==> src/include/cts_pkg.sv <==
// Package for the conditional table selector: register map, field codes,
// reset values and carrier types.
// Assumes an APB slave with 32-bit data, one aligned word per register.
package cts_pkg;

   // ***************************************************************
   // Sizes
   // ***************************************************************
   localparam int N_TABLES      = 3;
   localparam int N_CONDS       = 3;
   localparam int N_LUT         = 10;
   localparam int DATA_W        = 16;
   localparam int SRC_TYPE_W    = 4;
   localparam int SRC_NUM_W     = 4;
   localparam int N_SRC         = 16;

   // ***************************************************************
   // Register offsets (byte addresses)
   // ***************************************************************
   localparam logic [11:0] OFS_CTRL     = 12'h000;
   localparam logic [11:0] OFS_STATUS   = 12'h004;
   localparam logic [11:0] OFS_TBL_CFG  = 12'h010; // + 4*table
   localparam logic [11:0] OFS_COND     = 12'h020; // + 4*(3*table+cond)
   localparam logic [11:0] OFS_OUT      = 12'h050;

   // ***************************************************************
   // Field positions
   // ***************************************************************
   localparam int CTRL_EN_BIT      = 0;
   localparam int TBL_OP_LSB       = 0;   // 3 bits combining operator
   localparam int TBL_LUT_LSB      = 4;   // 4 bits lookup table number
   localparam int COND_A1T_LSB     = 0;
   localparam int COND_A1N_LSB     = 4;
   localparam int COND_A2T_LSB     = 8;
   localparam int COND_A2N_LSB     = 12;
   localparam int COND_OP_LSB      = 16;  // 3 bits relational operator
   localparam int COND_RES_LSB     = 20;  // 2 bits result, read only
   localparam int STAT_SEL_LSB     = 0;   // 2 bits selected table
   localparam int STAT_VAL_BIT     = 2;
   localparam int OUT_VAL_BIT      = 16;

   // ***************************************************************
   // Codes
   // ***************************************************************
   localparam logic [SRC_TYPE_W-1:0] SRC_NOT_USED = 4'h0;

   localparam logic [2:0] REL_EQ = 3'h0;
   localparam logic [2:0] REL_NE = 3'h1;
   localparam logic [2:0] REL_GT = 3'h2;
   localparam logic [2:0] REL_GE = 3'h3;
   localparam logic [2:0] REL_LT = 3'h4;
   localparam logic [2:0] REL_LE = 3'h5;

   localparam logic [1:0] RES_FALSE = 2'h0;
   localparam logic [1:0] RES_TRUE  = 2'h1;
   localparam logic [1:0] RES_ERROR = 2'h2;
   localparam logic [1:0] RES_NA    = 2'h3;

   localparam logic [2:0] LOG_DEFAULT = 3'h0;
   localparam logic [2:0] LOG_AND3    = 3'h1;
   localparam logic [2:0] LOG_OR3     = 3'h2;
   localparam logic [2:0] LOG_AND_OR  = 3'h3;
   localparam logic [2:0] LOG_OR_AND  = 3'h4;

   // ***************************************************************
   // Reset values
   // ***************************************************************
   localparam logic [2:0] RST_OP_T1 = LOG_AND3;
   localparam logic [2:0] RST_OP_T2 = LOG_AND3;
   localparam logic [2:0] RST_OP_T3 = LOG_DEFAULT;
   localparam logic [3:0] RST_LUT_T1 = 4'h1;
   localparam logic [3:0] RST_LUT_T2 = 4'h2;
   localparam logic [3:0] RST_LUT_T3 = 4'h3;
   localparam logic [1:0] SEL_NONE  = 2'h0;

   // ***************************************************************
   // Carrier types
   // ***************************************************************
   typedef struct packed {
      logic [SRC_TYPE_W-1:0] arg1_type;
      logic [SRC_NUM_W-1:0]  arg1_num;
      logic [SRC_TYPE_W-1:0] arg2_type;
      logic [SRC_NUM_W-1:0]  arg2_num;
      logic [2:0]            rel_op;
   } cts_cond_cfg_t;

   // One source value as seen by the selector
   typedef struct packed {
      logic              err;
      logic [DATA_W-1:0] value;
   } cts_src_t;

   // Lookup table output: valid low means no X-axis source configured
   typedef struct packed {
      logic              valid;
      logic [DATA_W-1:0] value;
   } cts_lut_t;

endpackage

==> src/verilog/cts_selector.sv <==
// Conditional table selector: three tables, three conditions each, APB
// configuration, registered output copied from the selected lookup table.
// Assumes sources and lookup outputs are synchronous to pclk.
`timescale 1ns/1ps
module cts_selector
   import cts_pkg::*;
#(
   parameter int DW = DATA_W
)(
   input  wire logic              pclk,
   input  wire logic              presetn,
   input  wire logic              clk_en,
   input  wire logic              psel,
   input  wire logic              penable,
   input  wire logic              pwrite,
   input  wire logic [11:0]       paddr,
   input  wire logic [31:0]       pwdata,
   output logic      [31:0]       prdata,
   output logic                   pready,
   output logic                   pslverr,
   input  wire cts_src_t [N_SRC-1:0] src_in,
   input  wire cts_lut_t [N_LUT-1:0] lut_in,
   output logic      [DW-1:0]     sel_out,
   output logic                   sel_valid,
   output logic      [1:0]        sel_table
);

   // ***************************************************************
   // Configuration state
   // ***************************************************************
   logic                enable_ff;
   logic [2:0]          tbl_op_ff  [N_TABLES];
   logic [3:0]          tbl_lut_ff [N_TABLES];
   cts_cond_cfg_t       cond_ff    [N_TABLES*N_CONDS];
   logic [1:0]          cond_res   [N_TABLES*N_CONDS];
   logic [N_TABLES-1:0] qualify;

   logic       access;
   logic [3:0] word;
   // Writes land only on the completing edge; misaligned ones are refused
   assign access = psel & penable & pready & clk_en & (paddr[1:0] == 2'h0);
   assign word   = paddr[5:2];

   // ***************************************************************
   // Condition evaluation
   // ***************************************************************
   for (genvar i = 0; i < N_TABLES*N_CONDS; i++) begin : g_cond
      // Block type and number together pick one source slot
      logic [SRC_NUM_W:0] idx1;
      logic [SRC_NUM_W:0] idx2;
      assign idx1 = {1'b0, cond_ff[i].arg1_type[1:0],
                     cond_ff[i].arg1_num[1:0]};
      assign idx2 = {1'b0, cond_ff[i].arg2_type[1:0],
                     cond_ff[i].arg2_num[1:0]};
      cts_cond_eval u_eval (
         .cfg    (cond_ff[i]),
         .arg1   (src_in[idx1[3:0]]),
         .arg2   (src_in[idx2[3:0]]),
         .result (cond_res[i])
      );
   end

   // ***************************************************************
   // Table qualification
   // ***************************************************************
   for (genvar t = 0; t < N_TABLES; t++) begin : g_tbl
      logic c1, c2, c3, n1, n2, n3;
      assign c1 = (cond_res[3*t]   == RES_TRUE);
      assign c2 = (cond_res[3*t+1] == RES_TRUE);
      assign c3 = (cond_res[3*t+2] == RES_TRUE);
      assign n1 = c1 | (cond_res[3*t]   == RES_NA);
      assign n2 = c2 | (cond_res[3*t+1] == RES_NA);
      assign n3 = c3 | (cond_res[3*t+2] == RES_NA);
      always_comb begin
         case (tbl_op_ff[t])
            LOG_DEFAULT: qualify[t] = 1'b1;
            LOG_AND3:    qualify[t] = n1 & n2 & n3;
            LOG_OR3:     qualify[t] = c1 | c2 | c3;
            LOG_AND_OR:  qualify[t] = (c1 & c2) | c3;
            LOG_OR_AND:  qualify[t] = (c1 | c2) & c3;
            default:     qualify[t] = 1'b0;
         endcase
      end
   end

   // ***************************************************************
   // Priority pick, combinational
   // ***************************************************************
   logic [1:0]    nxt_sel_table;
   cts_lut_t      pick;
   always_comb begin
      nxt_sel_table = SEL_NONE;
      pick          = '0;
      // Lowest number wins, so scan downward and overwrite
      for (int t = N_TABLES-1; t >= 0; t--) begin
         if (qualify[t]) begin
            nxt_sel_table = 2'(t + 1);
            pick          = lut_in[tbl_lut_ff[t]];
         end
      end
      if (!enable_ff) begin
         nxt_sel_table = SEL_NONE;
         pick          = '0;
      end
   end

   // ***************************************************************
   // Output registers, re-evaluated every enabled cycle
   // ***************************************************************
   always_ff @(posedge pclk or negedge presetn) begin
      if (!presetn) begin
         sel_out   <= '0;
         sel_valid <= 1'b0;
         sel_table <= SEL_NONE;
      end else if (clk_en) begin
         sel_table <= nxt_sel_table;
         sel_valid <= pick.valid;
         sel_out   <= pick.valid ? pick.value : '0;
      end
   end

   // ***************************************************************
   // Register writes
   // ***************************************************************
   always_ff @(posedge pclk or negedge presetn) begin
      if (!presetn) begin
         enable_ff <= 1'b0;
      end else if (access && pwrite && paddr == OFS_CTRL) begin
         enable_ff <= pwdata[CTRL_EN_BIT];
      end
   end

   always_ff @(posedge pclk or negedge presetn) begin
      if (!presetn) begin
         tbl_op_ff[0]  <= RST_OP_T1;
         tbl_op_ff[1]  <= RST_OP_T2;
         tbl_op_ff[2]  <= RST_OP_T3;
         tbl_lut_ff[0] <= RST_LUT_T1;
         tbl_lut_ff[1] <= RST_LUT_T2;
         tbl_lut_ff[2] <= RST_LUT_T3;
      end else if (access && pwrite && paddr[11:4] == OFS_TBL_CFG[11:4]
                   && paddr[3:2] != 2'h3) begin
         tbl_op_ff[paddr[3:2]] <= pwdata[TBL_OP_LSB +: 3];
         // Numbers beyond the ten tables are refused
         if (pwdata[TBL_LUT_LSB +: 4] < 4'(N_LUT)) begin
            tbl_lut_ff[paddr[3:2]] <= pwdata[TBL_LUT_LSB +: 4];
         end
      end
   end

   // Condition word index from the byte address
   logic [11:0] cond_rel;
   logic [3:0]  cond_idx;
   logic        cond_hit;
   assign cond_rel = paddr - OFS_COND;
   assign cond_idx = cond_rel[5:2];
   assign cond_hit = (paddr >= OFS_COND) && (cond_rel[11:2] < 10'd9);

   always_ff @(posedge pclk or negedge presetn) begin
      if (!presetn) begin
         for (int i = 0; i < N_TABLES*N_CONDS; i++) begin
            cond_ff[i] <= '{SRC_NOT_USED, '0, SRC_NOT_USED, '0,
                            REL_EQ};
         end
      end else if (access && pwrite && cond_hit) begin
         cond_ff[cond_idx].arg1_type <= pwdata[COND_A1T_LSB +: 4];
         cond_ff[cond_idx].arg1_num  <= pwdata[COND_A1N_LSB +: 4];
         cond_ff[cond_idx].arg2_type <= pwdata[COND_A2T_LSB +: 4];
         cond_ff[cond_idx].arg2_num  <= pwdata[COND_A2N_LSB +: 4];
         // Operator takes the written code only when both new sources are used, else REL_EQ
         if (pwdata[COND_A1T_LSB +: 4] != SRC_NOT_USED &&
             pwdata[COND_A2T_LSB +: 4] != SRC_NOT_USED) begin
            cond_ff[cond_idx].rel_op <= pwdata[COND_OP_LSB +: 3];
         end else begin
            cond_ff[cond_idx].rel_op <= REL_EQ;
         end
      end
   end

   // ***************************************************************
   // Register reads, APB with one wait state
   // ***************************************************************
   logic [31:0] rd;
   logic        bad;
   always_comb begin
      rd  = '0;
      bad = 1'b0;
      if (paddr == OFS_CTRL) begin
         rd[CTRL_EN_BIT] = enable_ff;
      end else if (paddr == OFS_STATUS) begin
         rd[STAT_SEL_LSB +: 2] = sel_table;
         rd[STAT_VAL_BIT]      = sel_valid;
      end else if (paddr[11:4] == OFS_TBL_CFG[11:4] && paddr[3:2] != 2'h3) begin
         rd[TBL_OP_LSB +: 3]  = tbl_op_ff[paddr[3:2]];
         rd[TBL_LUT_LSB +: 4] = tbl_lut_ff[paddr[3:2]];
      end else if (cond_hit) begin
         rd[COND_A1T_LSB +: 4] = cond_ff[cond_idx].arg1_type;
         rd[COND_A1N_LSB +: 4] = cond_ff[cond_idx].arg1_num;
         rd[COND_A2T_LSB +: 4] = cond_ff[cond_idx].arg2_type;
         rd[COND_A2N_LSB +: 4] = cond_ff[cond_idx].arg2_num;
         rd[COND_OP_LSB +: 3]  = cond_ff[cond_idx].rel_op;
         rd[COND_RES_LSB +: 2] = cond_res[cond_idx];
      end else if (paddr == OFS_OUT) begin
         rd[DW-1:0]      = sel_out;
         rd[OUT_VAL_BIT] = sel_valid;
      end else begin
         bad = 1'b1;
      end
      if (paddr[1:0] != 2'h0) begin
         bad = 1'b1;
      end
   end

   always_ff @(posedge pclk or negedge presetn) begin
      if (!presetn) begin
         prdata  <= '0;
         pready  <= 1'b0;
         pslverr <= 1'b0;
      end else if (clk_en) begin
         // Ready in the second access cycle, one bus wait state
         pready  <= psel & penable & ~pready;
         pslverr <= psel & penable & ~pready & bad;
         prdata  <= (psel & ~pwrite & ~bad) ? rd : '0;
      end
   end

endmodule

==> src/verilog/cts_cond_eval.sv <==
// One condition evaluator: two argument sources, one relational operator.
// Assumes source values and error flags arrive synchronous to pclk.
`timescale 1ns/1ps
module cts_cond_eval
   import cts_pkg::*;
(
   input  wire cts_cond_cfg_t cfg,
   input  wire cts_src_t      arg1,
   input  wire cts_src_t      arg2,
   output logic [1:0]         result
);

   always_comb begin
      logic hit;
      hit = 1'b0;
      case (cfg.rel_op)
         REL_EQ: hit = (arg1.value == arg2.value);
         REL_NE: hit = (arg1.value != arg2.value);
         REL_GT: hit = (arg1.value >  arg2.value);
         REL_GE: hit = (arg1.value >= arg2.value);
         REL_LT: hit = (arg1.value <  arg2.value);
         REL_LE: hit = (arg1.value <= arg2.value);
         default: hit = 1'b0;
      endcase
      // Unused source takes precedence over an error on the other one
      if (cfg.arg1_type == SRC_NOT_USED || cfg.arg2_type == SRC_NOT_USED) begin
         result = RES_NA;
      end else if (arg1.err || arg2.err) begin
         result = RES_ERROR;
      end else begin
         result = hit ? RES_TRUE : RES_FALSE;
      end
   end

endmodule

==> config.mk <==
export PLATFORM = sky130hd
export DESIGN_NAME = cts_selector
export DESIGN_NICKNAME = d
export VERILOG_FILES = /design/src/include/cts_pkg.sv /design/src/verilog/cts_selector.sv /design/src/verilog/cts_cond_eval.sv
export SDC_FILE = /design/constraint.sdc
export NUM_CORES = 2
export LEC_CHECK = 0
export CORE_MARGIN = 3
export CORE_UTILIZATION = 50
export CTS_CLUSTER_DIAMETER = 100
export CTS_CLUSTER_SIZE = 12
export DETAILED_ROUTE_END_ITERATION = 7
export DONT_BUFFER_PORTS = 1
export PLACE_DENSITY_LB_ADDON = 0.15
export SLEW_MARGIN = 0
export SYNTH_ARGS = -nofsm -noshare
export SYNTH_HDL_FRONTEND = slang
export SYNTH_HIERARCHICAL = 1
export SYNTH_SLANG_ARGS = --single-unit
==> constraint.sdc <==
create_clock -name pclk -period 16.25 [get_ports pclk]
set_input_delay 3.25 -clock pclk [delete_from_list [all_inputs] [get_ports pclk]]
set_output_delay 3.25 -clock pclk [all_outputs]
set_load 0.005 [all_outputs]
Yosys cells after proc, flatten, opt, wreduce, memory -nomap -nowiden
Index checks and enable logic that the tools add are counted.
{"block": "totals", "register_bits": 246, "input_bits": 492, "out_inout_bits": 53}
{"block": "classes", "addsub": 1, "n_lt_le_gt_ge": 64, "n_eq_ne": 97, "muxes": 147, "bitwise_logic": 43, "reduce_logical": 64}
{"op": "17-bit binary-select mux with 4-bit select", "count": 21}
{"op": "171-bit bitwise mux", "count": 6}
{"op": "17-bit 2-to-1 mux", "count": 27}
{"op": "19-bit demux with 4-bit select", "count": 5}
{"op": "171-bit 2-to-1 mux", "count": 1}
{"op": "16-bit == test", "count": 9}
{"op": "16-bit >= comparator", "count": 9}
{"op": "16-bit greater-than comparator", "count": 9}
{"op": "16-bit <= comparator", "count": 9}
{"op": "16-bit < comparator", "count": 9}
{"op": "16-bit != test", "count": 9}
{"op": "4-bit by 5-bit < comparator with 1-bit output, second input constant", "count": 21}
{"op": "19-bit binary-select mux with 4-bit select", "count": 1}
{"op": "3-bit by 2-bit == test with 1-bit output, second input constant", "count": 24}
{"op": "4-bit zero test", "count": 18}
{"op": "3-bit == test, second input constant", "count": 21}
{"op": "2-bit 2-to-1 mux", "count": 29}
{"op": "19-bit 2-to-1 mux", "count": 3}
{"op": "1-bit case mux with 6 select lines", "count": 9}
{"op": "3-bit by 1-bit == test with 1-bit output, second input constant", "count": 12}
{"op": "3-bit zero test", "count": 12}
{"op": "16-bit 2-to-1 mux", "count": 2}
{"op": "11-bit 2-to-1 mux", "count": 2}
{"op": "22-bit 2-to-1 mux", "count": 1}
{"op": "other kinds (40)", "count": 147}

Longest topological paths before layout
{"block": "depth", "word_depth": 17, "depth_mapped": 20, "mapped_depth_nobuf": 15}

Hierarchy
Netlist, hierarchy kept.
{"mod": "cts_selector", "n_inst": 1, "cells_per_inst": 3516, "area_each_um2": 53022.1, "seq_area_each_um2": 5888.1}
{"mod": "cts_cond_eval", "n_inst": 9, "cells_per_inst": 72, "area_each_um2": 534.3, "seq_area_each_um2": 0.0}

Worst setup path before layout
No wires, ideal clock.
{"block": "synth_timing", "kind": "input to register", "from": "input src_in[262] in the netlist's numbering", "to": "register sel_out[10]", "t_arrival_ns": 7.302, "required_ns": 16.123, "slack_ns": 8.821, "path_stages": 17, "n_path_buf": 3, "cell_sequence": "clkbuf_1 -> mux4_2 -> mux4_2 -> ha_1 -> a21oi_2 -> o21ai_1 -> a221o_1 -> or3_1 -> a211oi_2 -> nand2b_1 -> a211oi_1 -> mux2i_1 -> a21o_1 -> buf_2 -> o32ai_4 -> buf_2 -> o41ai_1"}
{"item": "from (decl)", "line": "cts_selector.sv:21", "rtl": "input wire cts_src_t [N_SRC-1:0] src_in,"}
{"item": "to (signal assigned)", "line": "cts_selector.sv:118", "rtl": "sel_out <= pick.valid ? pick.value : '0;"}
{"item": "to (decl)", "line": "cts_selector.sv:23", "rtl": "output logic [DW-1:0] sel_out,"}

==> summary.md <==
| Metric | Value |
|---|---|
| Post-synth EDFFs | 0 |
| Share of layout cells above drive strength 1 | 59.7% |
| Synth area leader | mux4_2 |
| P&R area growth vs syn | 0.597% |
| Critical-path top delay cell | a21oi_1 |
| FFs w/ async S/R, synth | 100% |
| Via count | 48.5k |
| Capturing point of the worst reg2reg path | sel_out[8] |
| Synthesized area | 57,800 um2 |
| Drt total wl | 267,000 um |
| Num ports | 545 |
| Hold WC Path Type | flip-flop to flip-flop |
| Final hold viol count | 0 |
| Max Cap Viol | 0 |
| Critical Path Start Type | primary input |
| Crit path largest cell delay | 1.01 ns |
| Clock Tree Buf Depth | 3 |
| Clock Latency Late Sink | 0.55 ns |
| Post-Synth XOR/XNOR Area | 0.0433% |
| GR Util All Layers | 43.6% |
| Starting Density | 50.5% |
| Synth Area in Simple Gates | 3.92% |
| Post-synth top area share | 62.8% |
| Setup tns final | 0 ns |
| Core ar. | 115,000 um2 |
| Final GP Congestion | 1.08 |
| CTS clk-pin slew, worst paths | 0.07 ns |
| Root buf cell | clkbuf_16 |
| Vias per cell | 9.57 |
| Antenna viol nets, final | 0 |
| Run status | complete, but fails checks |
| Critical Path Fanout Max | 18 |
| FMAX | 111 MHz |
| Wirelength per Cell | 52.7 um |
| Sink Count | 235 |
| Rel. slew slack | 8.05% |
| Initial antenna violation count | 20 |
| Setup CP Type | primary input to flip-flop |
| Tmin final | 8.98 ns |
| Final setup viols | 0 |
| Yosys warns | 6 |
| Final Cycle Share | 55.3% |
| Worst Setup End Kind | flip-flop |
| Crit-path cells | mux4_2 -> mux4_2 -> ha_1 -> a21oi_1 -> a2111oi_0 -> or3_1 -> a211oi_2 -> nand2b_1 -> a211oi_1 -> mux2i_2 -> buf_4 -> a21o_1 -> o32ai_4 -> o41ai_1 |
| CP dominant cell by count | mux4_2 |
| Leak | 17.3 nW |
| Die area | 120,000 um2 |
| IO Port Bufs | 0 |
| Power per standard cell area | 28.3 nW/um2 |
| Pre-antenna DRT Iters | 8 |
| Die W | 346 um |
| Vias in the first global route | 46.1k |
| Post-CTS sizing | 0 |
| Hold_ws | 0.491 ns |
| First-pass GRT wire length | 372,000 um |
| CP Launch Point | src_in[258] |
| Grt ovf | 0 |
| DRC viols | 17 |
| Mapped Cells | 4,164 |
| CP endpoint | sel_out[8] |
| Fin. max-slew vios | 0 |
| Largest family of logic cells by synthesized area | multiplexers |
| H-Tree Depth | 1 |
| Arr. time, crit path | 9.37 ns |
| Post-DP HPWL | 175,000 um |
| Most frequent cells in the layout | mux4_2 (1,613), mux2_2 (221), inv_1 (163) |
| Largest net degree at the start of global routing | 236 |
| CTS tree | done |
| Reg2reg path depth | 16 |
| Sequential cell area fraction in the yosys report | 10.2% |
| Mean Syn Cell Area | 13.9 um2 |
| R2R setup slack | 8.08 ns |
| Initial DRC count | 9,206 |
| Hold_buf cts | 0 |
| Failing checks | design-rule violations |
| Post-synthesis adder-cell area fraction | 3.14% |
| # rows | 124 |
| RSZ-0062 raised after global routing | no |
| Commonest non-fill, non-tap cell in the layout | mux4_2 |
| Largest vdd supply drop | 0.0000660 V |
| Largest cells by area after synthesis | mux4_2 (63%), dfrtp_1 (9.9%), mux2_2 (4.3%), clkbuf_1 (3.5%), ha_1 (3.1%) |
| Mux share of post-synthesis cell area | 70.4% |
| Least-Margin Pin Slew | 1.36 ns |
| CP Data Required Time | 16.64 ns |
| Netlist cell types | 81 |
| Setup bufs post-CTS | 0 |
| Worst r2r src | cond_ff[79] |
| Die extent in y | 346 um |
| Cts bufs inserted | 23 |
| Final net count | 4,158 |
| Top_reg_cell synth | dfrtp_1 |
| Synthesized flop and latch total | 235 |
| Clock skew | 0.0197 ns |
| Synth Area in Compound Gates | 5.70% |
-- routing by layer --
metal	wire, um	part of all wire (%)	up-vias	GRT usage [%]
met4	20500	7.7	9	23.7
met5	115	0.043	-	0.471
met1	83000	31	25047	53.9
met2	109000	41	5460	58.9
met3	54200	20	1080	26.5
li1	-	-	16879	-
-- worst max-delay path: cells and delay by family --
kind / cells / cell delay, ns
simple gates: 2 / 0.61
buf+inv: 1 / 0.23
compound gates: 7 / 3.75
fa+ha+maj: 1 / 0.45
mux: 3 / 1.03
-- how the worst min path moves through the flow --
stage	from	endpoint	depth (start not counted)
6_report	cond_ff[70]	cond_ff[70]	1
5_1_grt	cond_ff[52]	cond_ff[52]	1
4_1_cts	cond_ff[70]	cond_ff[70]	1
3_5_place_dp	cond_ff[70]	cond_ff[70]	1
3_3_place_gp	cond_ff[70]	cond_ff[70]	1
2_1_floorplan	cond_ff[70]	cond_ff[70]	1
-- Yosys cell counts (all sizes together), types with 24 or more instances --
| cell | instances |
|---|---|
| or3 | 28 |
| o41ai | 25 |
| ha | 145 |
| nor4 | 32 |
| clkbuf | 543 |
| a21oi | 78 |
| mux2 | 249 |
| inv | 163 |
| mux4 | 1613 |
| a211oi | 43 |
| o221ai | 34 |
| a31oi | 27 |
| buf | 224 |
| nand2 | 93 |
| nand2b | 24 |
| o21ai | 72 |
| nor2 | 78 |
| nand4 | 47 |
| mux2i | 151 |
| dfrtp | 229 |
-- logic make-up (layout without fill, tap and decap cells) --
family	after synthesis	count (layout)
flops	235	235
buf+inv	933	296
xor+xnor	2	2
mux	2013	2013
fa+ha+maj	145	145
other cells	1	26
simple gates	386	386
compound gates	449	449
-- where the power goes --
group	total (W)	switching [W]	internal, W	leakage [nW]
Combinational	0.000534	0.000203	0.000331	13.9
Sequential	0.000586	0.000000703	0.000585	3.13
Clock	0.000529	0.000246	0.000283	0.326
-- state kept, by name (all words and copies together), names as in the netlist --
signal	count
cond_ff	171
enable_ff	1
prdata	21
pready	1
pslverr	1
sel_out	16
sel_table	2
sel_valid	1
tbl_lut_ff	12
tbl_op_ff	9
-- metrics by stage --
| step | setup slack, ns | total power (W) | cells | area, um2 | util [%] |
|---|---|---|---|---|---|
| floorplan | 8.82 | 0.00107 | 4174 | 57900 | - |
| global placement | 7.19 | 0.00110 | 5008 | 57500 | 50.2 |
| detailed placement | 7.19 | 0.00111 | 5008 | 57500 | 50.2 |
| CTS | 7.72 | 0.00163 | 5049 | 58100 | 50.8 |
| global route | 7.41 | 0.00169 | 5050 | 58100 | 50.8 |
| finish | 7.27 | 0.00165 | 5064 | 58200 | 50.8 |
-- layout make-up --
type                    count  area [um2]
clock inverters             2        50.0
inverters                 163         612
flip-flops and latches    235        6080
clock buffers              39         636
diodes                     15        37.5
repair buffers             92         691
fillers                  9501       56300
well taps                1512        1890
multi-input cells        3006       48200
No activity file was read; power rests on OpenSTA's default activity.
